--- config.mk ---
export PLATFORM = sky130hd
export DESIGN_NAME = rtcfc_core
export DESIGN_NICKNAME = d
export VERILOG_FILES = /design/src/verilog/rtcfc_core.v
export VERILOG_INCLUDE_DIRS = /design/src /design/src/include
export SDC_FILE = /design/constraint.sdc
export NUM_CORES = 1
export LEC_CHECK = 0
export BUFFER_PORTS_ARGS = -buffer_cell sky130_fd_sc_hd__buf_2
export CAP_MARGIN = 10
export CORE_AREA = 2 2 125 127
export DETAILED_ROUTE_END_ITERATION = 7
export DIE_AREA = 0 0 127 129
export GPL_ROUTABILITY_DRIVEN = 0
export GPL_TIMING_DRIVEN = 0
export PLACE_DENSITY = 0.48
export SLEW_MARGIN = 30
export SYNTH_ARGS = -nofsm -noshare
export SYNTH_HDL_FRONTEND = slang
export SYNTH_SLANG_ARGS = --single-unit
--- constraint.sdc ---
create_clock -name i_clock -period 2.5 [get_ports i_clock]
set_input_delay 0.125 -clock i_clock [delete_from_list [all_inputs] [get_ports i_clock]]
set_output_delay 0.125 -clock i_clock [all_outputs]
set_load 0.05 [all_outputs]
--- src/include/rtcfc_defs.vh ---
/*
 * Constants for the fast correction scheduler and time registers.
 * Assumes a 20 MHz system clock and a one-second tick on the same clock.
 */
`ifndef RTCFC_DEFS_VH
`define RTCFC_DEFS_VH

// Register addresses
`define RTCFC_ADDR_SPARE    8'h03
`define RTCFC_ADDR_SECONDS  8'h04
`define RTCFC_ADDR_MINUTES  8'h05

// Reset values
`define RTCFC_SPARE_RST     8'h00
`define RTCFC_BCD_RST       7'h00
`define RTCFC_HALT_RST      1'b1

// Field positions
`define RTCFC_HALT_BIT      7
`define RTCFC_SIGN_BIT      6

// BCD limits
`define RTCFC_UNITS_MAX     4'h9
`define RTCFC_TENS_MAX      3'h5
`define RTCFC_SEC_LAST      6'h3b
`define RTCFC_FULL_SECONDS  7'h3c

// Timing: clock rate and pulse figures as fractions of a second
`define RTCFC_CLK_HZ        20000000
`define RTCFC_PULSE_DIV     1024
`define RTCFC_REPEAT_DIV    512

`endif

--- src/verilog/rtcfc_core.v ---
/*
 * Fast (four-minute) correction scheduler, spare storage byte and the
 * seconds/minutes BCD registers with the clock-halt flag.
 * Assumes the serial interface decodes host accesses into the register
 * port, and that the one-second tick and offset bits come from logic on
 * i_clock; the oscillator status arrives from outside the clock domain.
 */
//
// Contract
// - Fast mode starts a correction cycle every four minutes, at most one pulse per second before second 59
// - Magnitudes above 60 put the extra pulses into second 59
// - Magnitude n up to 60 gives one pulse in seconds 00 to n-1
// - 61,62,63 give 2,3,4 pulses in second 59; -64 gives 5
// - Indication pulse lasts 1/1024 s, repeats every 1/512 s
// - Correction reaches timer sources below 1.024 kHz, not 4096 Hz
// - Clock outputs 32768 to 1024 Hz unaffected; 1 Hz output is corrected
// - Spare byte at 03h is read/write and resets to zero
// - Seconds at 04h in BCD, tens bits 6-4, units bits 3-0
// - Seconds bit 7 is clock-halt flag, set on oscillator stop, resets to 1
// - Oscillator counts as stopped until resonance is stable
// - Halt flag stays set until host clears it; clear fails while stopped
// - Minutes at 05h in BCD, bit 7 reads zero
// - Offset is seven-bit two's complement, +63 to -64 steps
// - Top bit of the offset register selects fast mode
// - Correction adds or removes internal pulses, never touches oscillator
// - Indication pulses reach the interrupt pin only when enabled
`timescale 1ns/100ps
`include "rtcfc_defs.vh"

module rtcfc_core #(
	parameter PULSE_CYC  = `RTCFC_CLK_HZ / `RTCFC_PULSE_DIV,
	parameter REPEAT_CYC = `RTCFC_CLK_HZ / `RTCFC_REPEAT_DIV
) (
	// Clock and reset
	input  wire       i_clock,
	input  wire       i_rst_n,
	// Register port from the serial interface
	input  wire [7:0] i_addr,
	input  wire       i_wr,
	input  wire [7:0] i_wdata,
	output reg  [7:0] o_rdata,
	// Offset register and control bits
	input  wire       i_fast_mode,
	input  wire [6:0] i_offset,
	input  wire       i_correction_irq_enable,
	// Timebase
	input  wire       i_tick_1hz,
	input  wire       i_osc_running,
	// Correction and carry outputs
	output reg        o_corr_pulse,
	output reg        o_corr_add,
	output reg        o_hour_carry,
	// Interrupt pin, open drain, active low
	output reg        o_int_n,
	output reg        o_int_oe
);

	reg  [1:0]  rst_sync_reg;
	wire        rst_n;
	reg  [1:0]  osc_sync_reg;
	wire        osc_ok;

	reg  [7:0]  spare_reg;
	reg         halt_reg;
	reg  [2:0]  sec_tens_reg;
	reg  [3:0]  sec_units_reg;
	reg  [2:0]  min_tens_reg;
	reg  [3:0]  min_units_reg;
	reg         corr_min_reg;
	reg  [2:0]  pend_reg;
	reg         busy_reg;
	reg  [31:0] cyc_reg;

	reg  [2:0]  sec_tens_next;
	reg  [3:0]  sec_units_next;
	reg  [2:0]  min_tens_next;
	reg  [3:0]  min_units_next;
	reg         sec_wrap;
	reg         min_wrap;

	wire [6:0]  magnitude;
	wire [6:0]  excess;
	wire [5:0]  sec_dec;
	wire [1:0]  min_mod4;
	wire        corr_start;
	reg  [2:0]  pulses_now;

	// Reset release through two flip-flops
	always @(posedge i_clock or negedge i_rst_n) begin
		if (!i_rst_n)
			rst_sync_reg <= 2'h0;
		else
			rst_sync_reg <= {rst_sync_reg[0], 1'b1};
	end
	assign rst_n = rst_sync_reg[1];

	// Oscillator status synchroniser
	always @(posedge i_clock or negedge rst_n) begin
		if (!rst_n)
			osc_sync_reg <= 2'h0;
		else
			osc_sync_reg <= {osc_sync_reg[0], i_osc_running};
	end
	assign osc_ok = osc_sync_reg[1];

	// BCD advance of seconds and minutes
	always @* begin
		sec_tens_next  = sec_tens_reg;
		sec_units_next = sec_units_reg + 4'h1;
		sec_wrap       = 1'b0;
		min_tens_next  = min_tens_reg;
		min_units_next = min_units_reg;
		min_wrap       = 1'b0;
		if (sec_units_reg >= `RTCFC_UNITS_MAX) begin
			sec_units_next = 4'h0;
			sec_tens_next  = sec_tens_reg + 3'h1;
			if (sec_tens_reg >= `RTCFC_TENS_MAX) begin
				sec_tens_next = 3'h0;
				sec_wrap      = 1'b1;
			end
		end
		if (sec_wrap) begin
			min_units_next = min_units_reg + 4'h1;
			if (min_units_reg >= `RTCFC_UNITS_MAX) begin
				min_units_next = 4'h0;
				min_tens_next  = min_tens_reg + 3'h1;
				if (min_tens_reg >= `RTCFC_TENS_MAX) begin
					min_tens_next = 3'h0;
					min_wrap      = 1'b1;
				end
			end
		end
	end

	// Offset magnitude from two's complement
	assign magnitude = i_offset[`RTCFC_SIGN_BIT] ?
		(7'h00 - i_offset) : i_offset;
	// Pulses due in second 59: magnitude minus 59, so 60..64 give 1..5
	assign excess = magnitude - {1'b0, `RTCFC_SEC_LAST};
	// Decimal value of the second being entered, and minute modulo four
	assign sec_dec = {sec_tens_next, 3'h0} + {2'h0, sec_tens_next, 1'b0} +
		{2'h0, sec_units_next};
	assign min_mod4 = min_tens_next[1:0] + min_tens_next[1:0] +
		min_units_next[1:0];
	assign corr_start = i_fast_mode && sec_wrap &&
		(min_mod4 == 2'h0);

	// Pulses due in the second being entered
	always @* begin
		pulses_now = 3'h0;
		if (sec_dec < `RTCFC_SEC_LAST) begin
			if ({1'b0, sec_dec} < magnitude)
				pulses_now = 3'h1;
		end else if (magnitude >= `RTCFC_FULL_SECONDS) begin
			// Usual pulse plus the excess beyond 60
			pulses_now = excess[2:0];
		end
	end

	// Register file and timekeeping
	always @(posedge i_clock or negedge rst_n) begin
		if (!rst_n) begin
			spare_reg     <= `RTCFC_SPARE_RST;
			halt_reg      <= `RTCFC_HALT_RST;
			{sec_tens_reg, sec_units_reg} <= `RTCFC_BCD_RST;
			{min_tens_reg, min_units_reg} <= `RTCFC_BCD_RST;
			corr_min_reg  <= 1'b0;
			o_hour_carry  <= 1'b0;
		end else begin
			o_hour_carry <= i_tick_1hz & min_wrap;
			if (i_tick_1hz) begin
				sec_tens_reg  <= sec_tens_next;
				sec_units_reg <= sec_units_next;
				min_tens_reg  <= min_tens_next;
				min_units_reg <= min_units_next;
				if (sec_wrap)
					corr_min_reg <= corr_start;
			end
			if (i_wr && i_addr == `RTCFC_ADDR_SPARE)
				spare_reg <= i_wdata;
			if (i_wr && i_addr == `RTCFC_ADDR_SECONDS) begin
				sec_tens_reg  <= i_wdata[6:4];
				sec_units_reg <= i_wdata[3:0];
			end
			if (i_wr && i_addr == `RTCFC_ADDR_MINUTES) begin
				min_tens_reg  <= i_wdata[6:4];
				min_units_reg <= i_wdata[3:0];
			end
			// Stop condition wins over a host clear
			if (!osc_ok)
				halt_reg <= 1'b1;
			else if (i_wr && i_addr == `RTCFC_ADDR_SECONDS)
				halt_reg <= i_wdata[`RTCFC_HALT_BIT];
		end
	end

	// Read data
	always @(posedge i_clock or negedge rst_n) begin
		if (!rst_n)
			o_rdata <= 8'h00;
		else begin
			case (i_addr)
			`RTCFC_ADDR_SPARE:   o_rdata <= spare_reg;
			`RTCFC_ADDR_SECONDS: o_rdata <= {halt_reg, sec_tens_reg,
				sec_units_reg};
			`RTCFC_ADDR_MINUTES: o_rdata <= {1'b0, min_tens_reg,
				min_units_reg};
			default:             o_rdata <= 8'h00;
			endcase
		end
	end

	// Correction pulse train and interrupt indication
	always @(posedge i_clock or negedge rst_n) begin
		if (!rst_n) begin
			pend_reg     <= 3'h0;
			busy_reg     <= 1'b0;
			cyc_reg      <= 32'h0;
			o_corr_pulse <= 1'b0;
			o_corr_add   <= 1'b0;
			o_int_n      <= 1'b1;
			o_int_oe     <= 1'b0;
		end else begin
			o_corr_pulse <= 1'b0;
			o_corr_add   <= ~i_offset[`RTCFC_SIGN_BIT];
			if (i_tick_1hz && i_fast_mode && (corr_start ||
				(corr_min_reg && !sec_wrap)))
				pend_reg <= pulses_now;
			else if (!busy_reg && pend_reg != 3'h0) begin
				// One internal pulse per indication pulse
				pend_reg     <= pend_reg - 3'h1;
				busy_reg     <= 1'b1;
				cyc_reg      <= 32'h0;
				o_corr_pulse <= 1'b1;
			end
			if (busy_reg) begin
				// The load cycle is part of the repeat period
				if (cyc_reg >= REPEAT_CYC - 2)
					busy_reg <= 1'b0;
				else
					cyc_reg <= cyc_reg + 32'h1;
			end
			o_int_oe <= i_correction_irq_enable && busy_reg &&
				(cyc_reg < PULSE_CYC);
			o_int_n  <= ~(i_correction_irq_enable && busy_reg &&
				(cyc_reg < PULSE_CYC));
		end
	end

endmodule

Yosys cells after proc, flatten, opt, wreduce, memory -nomap -nowiden
Index checks and enable logic that the tools add are counted.
{ "totals": {"in_bits": 30, "ff_bits": 77} }
{ "op_classes": {"n_addsub": 12, "n_lt_le_gt_ge": 9, "n_bitwise": 3, "n_eq_ne": 4, "muxes": 40, "reduce_logical": 24} }
{ "ops": {"columns": ["op", "count"], "rows": [
  ["$mux 32", 4],
  ["$mux 3", 13],
  ["$add 32x1->32 const B", 1],
  ["$ge 32x16->1 const B", 1],
  ["$lt 32x15->1 const B", 1],
  ["$mux 4", 7],
  ["$pmux 8 s3", 1],
  ["$eq 8x3->1 const B", 2],
  ["$mux 1", 14],
  ["$add 6x4->6", 2],
  ["$logic_and 1x1->1", 11],
  ["$reduce_bool 2->1", 5],
  ["$add 4x1->4 const B", 2],
  ["$eq 8x2->1 const B", 1],
  ["$ge 4x4->1 const B", 2],
  ["$ge 7x6->1 const B", 1],
  ["$lt 6x7->1", 1],
  ["$mux 7", 1],
  ["$sub 1x7->7 const A", 1],
  ["$add 3x1->3 const B", 2],
  ["$ge 3x3->1 const B", 2],
  ["$lt 6x6->1 const B", 1],
  ["$add 2x2->2", 2],
  ["$reduce_and 2->1", 2],
  ["10 further kinds", 12]
]} }

Logic depth before layout (Yosys ltp)
{ "depth": {"word_depth": 13, "mapped_depth": 20, "ltp_nobuf": 19} }

Worst setup path after synthesis
No wires, ideal clock.
{ "synth_path": {"path_kind": "register to register", "startpoint": "register sec_units_reg[0]", "endpoint": "register pend_reg[0]", "path_stages_with_launch": 20, "n_path_buf": 0, "period_less_slack_ns": 3.872, "t_arrival_ns": 3.748, "slack_ns": -1.372, "cell_sequence": "dfrtp_1 > inv_1 > ha_1 > or3b_1 > nand2_1 > nor2_1 > o21ai_0 > o22ai_1 > ha_1 > a221o_1 > ha_1 > a21oi_1 > or3_1 > and2_1 > ha_1 > nand3_1 > nor2_1 > a221oi_1 > a2bb2oi_1 > o31a_1"} }
{ "synth_between": {"elab_chain_cells": 10, "elab_cells_between_ends": 24} }
{ "synth_rtl": {"columns": ["element", "line", "rtl"], "rows": [
  ["start, declared", "rtcfc_core.v:66", "reg [3:0] sec_units_reg;"],
  ["start signal, assigned", "rtcfc_core.v:165", "{sec_tens_reg, sec_units_reg} <= `RTCFC_BCD_RST;"],
  ["start signal, assigned", "rtcfc_core.v:173", "sec_units_reg <= sec_units_next;"],
  ["start signal, assigned", "rtcfc_core.v:183", "sec_units_reg <= i_wdata[3:0];"],
  ["branches (longest 10 deep; another with $lt 6x7->1)", null, null],
  ["end signal, assigned", "rtcfc_core.v:228", "pend_reg <= pulses_now;"],
  ["end signal, assigned", "rtcfc_core.v:231", "pend_reg <= pend_reg - 3'h1;"],
  ["end, declared", "rtcfc_core.v:70", "reg [2:0] pend_reg;"]
]} }
Several ways; the timed one is not identified. The select of a mux whose other input is x is not followed.
A chain may end at the register's enable or synchronous reset.

Worst setup path after layout
Same ends and word-level chain as after synthesis.

==> results.sh <==
export IMPL_drive_above_1_share=0.275
export IMPL_cts_sinks=77
export IMPL_synthArstFlopShare=1.00
export IMPL_nNetsFinal=582
export IMPL_synth_most_common_cell="dfrtp_1"
export IMPL_track_usage=0.136
export IMPL_syn2layout_area_growth_pct=27.4
export IMPL_place_area_um2=4900
export IMPL_seq_area_frac_synth=0.439
export IMPL_status="finished, violations left"
export IMPL_drt_vias_per_instance=5.01
export IMPL_regArea_um2=1940
export IMPL_cp_top_family="compound AO/OA/AOI/OAI gates"
export IMPL_setup_viol=3
export IMPL_clk_pin_slew_ns=0.06
export IMPL_core_area_um2=15000
export IMPL_insertion_delay_ns=0.34
export IMPL_hold_end="spare_reg[7]$_DFFE_PN0P_"
export IMPL_p_per_area_nw_per_um2=997
export IMPL_core_rowCount=45
export IMPL_crit_fanout=5
export IMPL_multi_input_area_um2=2530
export IMPL_criticalPathCategory="reg -> reg"
export IMPL_drt_pass1_iterations=6
export IMPL_start_kind="flop"
export IMPL_critPathCaptureType="flop"
export IMPL_grt_setup_unrepaired="yes"
export IMPL_hp_start="i_wdata[7]"
export IMPL_netlist_area_um2=4400
export IMPL_post_drt_wl_per_cell_um=14.8
export IMPL_die_area_um2=16400
export IMPL_r2r_slack_ns=-1.20
export IMPL_drt_iter0_markers=194
export IMPL_synth_top_area_frac=0.427
export IMPL_slowest_delay_ns=0.45
export IMPL_synth_cells=451
export IMPL_finClkSkew_ns=0.0102
export IMPL_yosysWarnings=0
export IMPL_ys_seq_elements=77
export IMPL_gr_total_overflow=0
export IMPL_rr_startpoint="sec_units_reg[0]$_DFFE_PN0P_"
export IMPL_layout_min_cycle_time_ns=3.70
export IMPL_synth_top_cell_by_area="dfrtp_1"
export IMPL_io_pins=43
export IMPL_path_cells="inv_2 -> ha_4 -> or3b_4 -> nand2_8 -> nor2_4 -> o21ai_2 -> o22ai_1 -> ha_2 -> a221o_1 -> ha_4 -> a21oi_2 -> or3_4 -> and2_4 -> ha_4 -> nand3_2 -> nor2_1 -> a221oi_1 -> a2bb2oi_1 -> o31a_1"
export IMPL_worstReg2RegEnd="pend_reg[0]$_DFFE_PN0P_"
export IMPL_violations="setup timing"
export IMPL_clockBufferDepth=2
export IMPL_maxSlewViolCount=0
export IMPL_initial_core_util=0.294
export IMPL_die_w_um=127
export IMPL_hp_class="in -> reg"
export IMPL_cts_buffers=9
export IMPL_synth_edf_count=0
export IMPL_via_count=3588
export IMPL_cp_slowest_cell="dfrtp_2"
export IMPL_drc=0
export IMPL_hold_path_depth=2
export IMPL_synth_common_cells="dfrtp_1, nand2_1, nor2_1, inv_1, ha_1"
export IMPL_grt_pass1_vias=3597
export IMPL_ys_types=65
export IMPL_nFillCells=1518
export IMPL_ys_top_cells_by_area="dfrtp_1, ha_1, nand2_1"
export IMPL_cpMostUsedCell="ha_4"
export IMPL_wl_mm=10.6
export IMPL_design_area_um2=5600
export IMPL_hpwl_mm=7.40
export IMPL_grt_pass1_wl_mm=17.8
export IMPL_p_leak_nw=2.64
export IMPL_cp_required_ns=2.78
export IMPL_clockRootBuffer="clkbuf_16"
export IMPL_peakVddDrop_v=0.000562
export IMPL_ant_nets=0
export IMPL_synth_main_ff_cell="dfrtp_1"
export IMPL_cts_tree="built"
export IMPL_htree_levels=3
export IMPL_grt_max_degree=40
export IMPL_cp_data_arrival_time_ns=3.97
export IMPL_slew_headroom=0.624
export IMPL_antenna_found_initial=0
export IMPL_fin_tns_setup_ns=-2.73
export IMPL_finalCritPeriodShare=1.48
export IMPL_die_h_um=129
export IMPL_setup_ws_ns=-1.20
export IMPL_diodes=0
export IMPL_maxCapViolCount=0
export IMPL_syn_area_per_cell_um2=9.75
export IMPL_fmax_ghz=0.271
export IMPL_path_buf_inv=1
export IMPL_port_buffers=41
export IMPL_largest_reg_flops=32
export IMPL_worst_slew_pin_slew_ns=0.564
export IMPL_syn_nets=510
export IMPL_ff2ff_path_depth=19
export IMPL_hold_violations=0
worst max-delay path by stage:
| stage | from | end | slack, ns | depth (start not counted) |
|---|---|---|---|---|
| 2_1_floorplan | sec_units_reg[0]$_DFFE_PN0P_ | pend_reg[0]$_DFFE_PN0P_ | -1.17 | 19 |
| 3_3_place_gp | sec_units_reg[0]$_DFFE_PN0P_ | pend_reg[0]$_DFFE_PN0P_ | -1.58 | 19 |
| 3_5_place_dp | sec_units_reg[0]$_DFFE_PN0P_ | pend_reg[0]$_DFFE_PN0P_ | -1.62 | 19 |
| 4_1_cts | sec_units_reg[0]$_DFFE_PN0P_ | pend_reg[0]$_DFFE_PN0P_ | -1.25 | 19 |
| 5_1_grt | sec_units_reg[0]$_DFFE_PN0P_ | pend_reg[0]$_DFFE_PN0P_ | -1.36 | 19 |
| 6_report | sec_units_reg[0]$_DFFE_PN0P_ | pend_reg[0]$_DFFE_PN0P_ | -1.20 | 19 |
per-stage QoR:
stage           util  power, mW  setup WS (ns)  hold WS [ns]  instances
2_1_floorplan      -       3.03          -1.17        -0.171        451
3_3_place_gp   0.326       3.45          -1.58       -0.0883        680
3_5_place_dp   0.327       3.50          -1.62       -0.0876        681
4_1_cts        0.367       5.50          -1.25        0.0289        709
5_1_grt        0.374       6.02          -1.36        0.0348        716
6_report       0.374       5.59          -1.20        0.0378        716
power breakdown:
| part | switching (mW) | internal, mW |
|---|---|---|
| Sequential | 0.171 | 1.38 |
| Clock | 0.513 | 1.00 |
| Combinational | 1.33 | 1.19 |
routing by layer:
| metal | track usage | vias up | wire length, µm |
|---|---|---|---|
| met2 | 0.232 | 54 | 5130 |
| met5 | 0 | - | 0 |
| met4 | 0.0407 | 0 | 162 |
| met3 | 0.0320 | 9 | 303 |
| met1 | 0.174 | 1763 | 4980 |
| li1 | - | 1762 | - |
cell usage in the layout, fill, tap and decap left out, drive strengths merged, types with 7 or more instances in the layout:
cell type and n:
inv 31, nor2 37, buf 63, o21ai 18
nand3 13, clkbuf 20, nor4 7, ha 28
nand2 39, a211o 9, mux2i 7, mux2 8
a21oi 25, and3 9, and2 15, nor3 10
dfrtp 75, a222oi 7, nor2b 8
timing repair:
item	in CTS	in global routing
hold endpoints to repair	4	0
setup buffers	9	7
gates resized for setup	28	17
endpoints found under the setup margin	32	33
cloned	0	0
hold buffers	3	0
pin swaps	24	6
final cells by class:
cell class / instances / share of cell area
timing repair buffer: 61 / 0.0670
multi-input combinational: 330 / 0.451
clock inverter: 4 / 0.0170
buffer: 13 / 0.0127
tap: 188 / 0.0420
sequential: 77 / 0.346
inverter: 31 / 0.0208
clock buffer: 12 / 0.0440
kinds of logic after synthesis:
logic type / count (synthesis) / share of synthesized area
adders and majority gates: 29 / 0.0842
other: 1 / 0.000853
and+or+nand+nor: 176 / 0.214
AOI/OAI and AO/OA: 99 / 0.164
DFF: 77 / 0.439
xor gates and xnor gates: 10 / 0.0199
muxes: 15 / 0.0364
buffers and inverters: 44 / 0.0418
No activity file was read; power rests on OpenSTA's default activity.
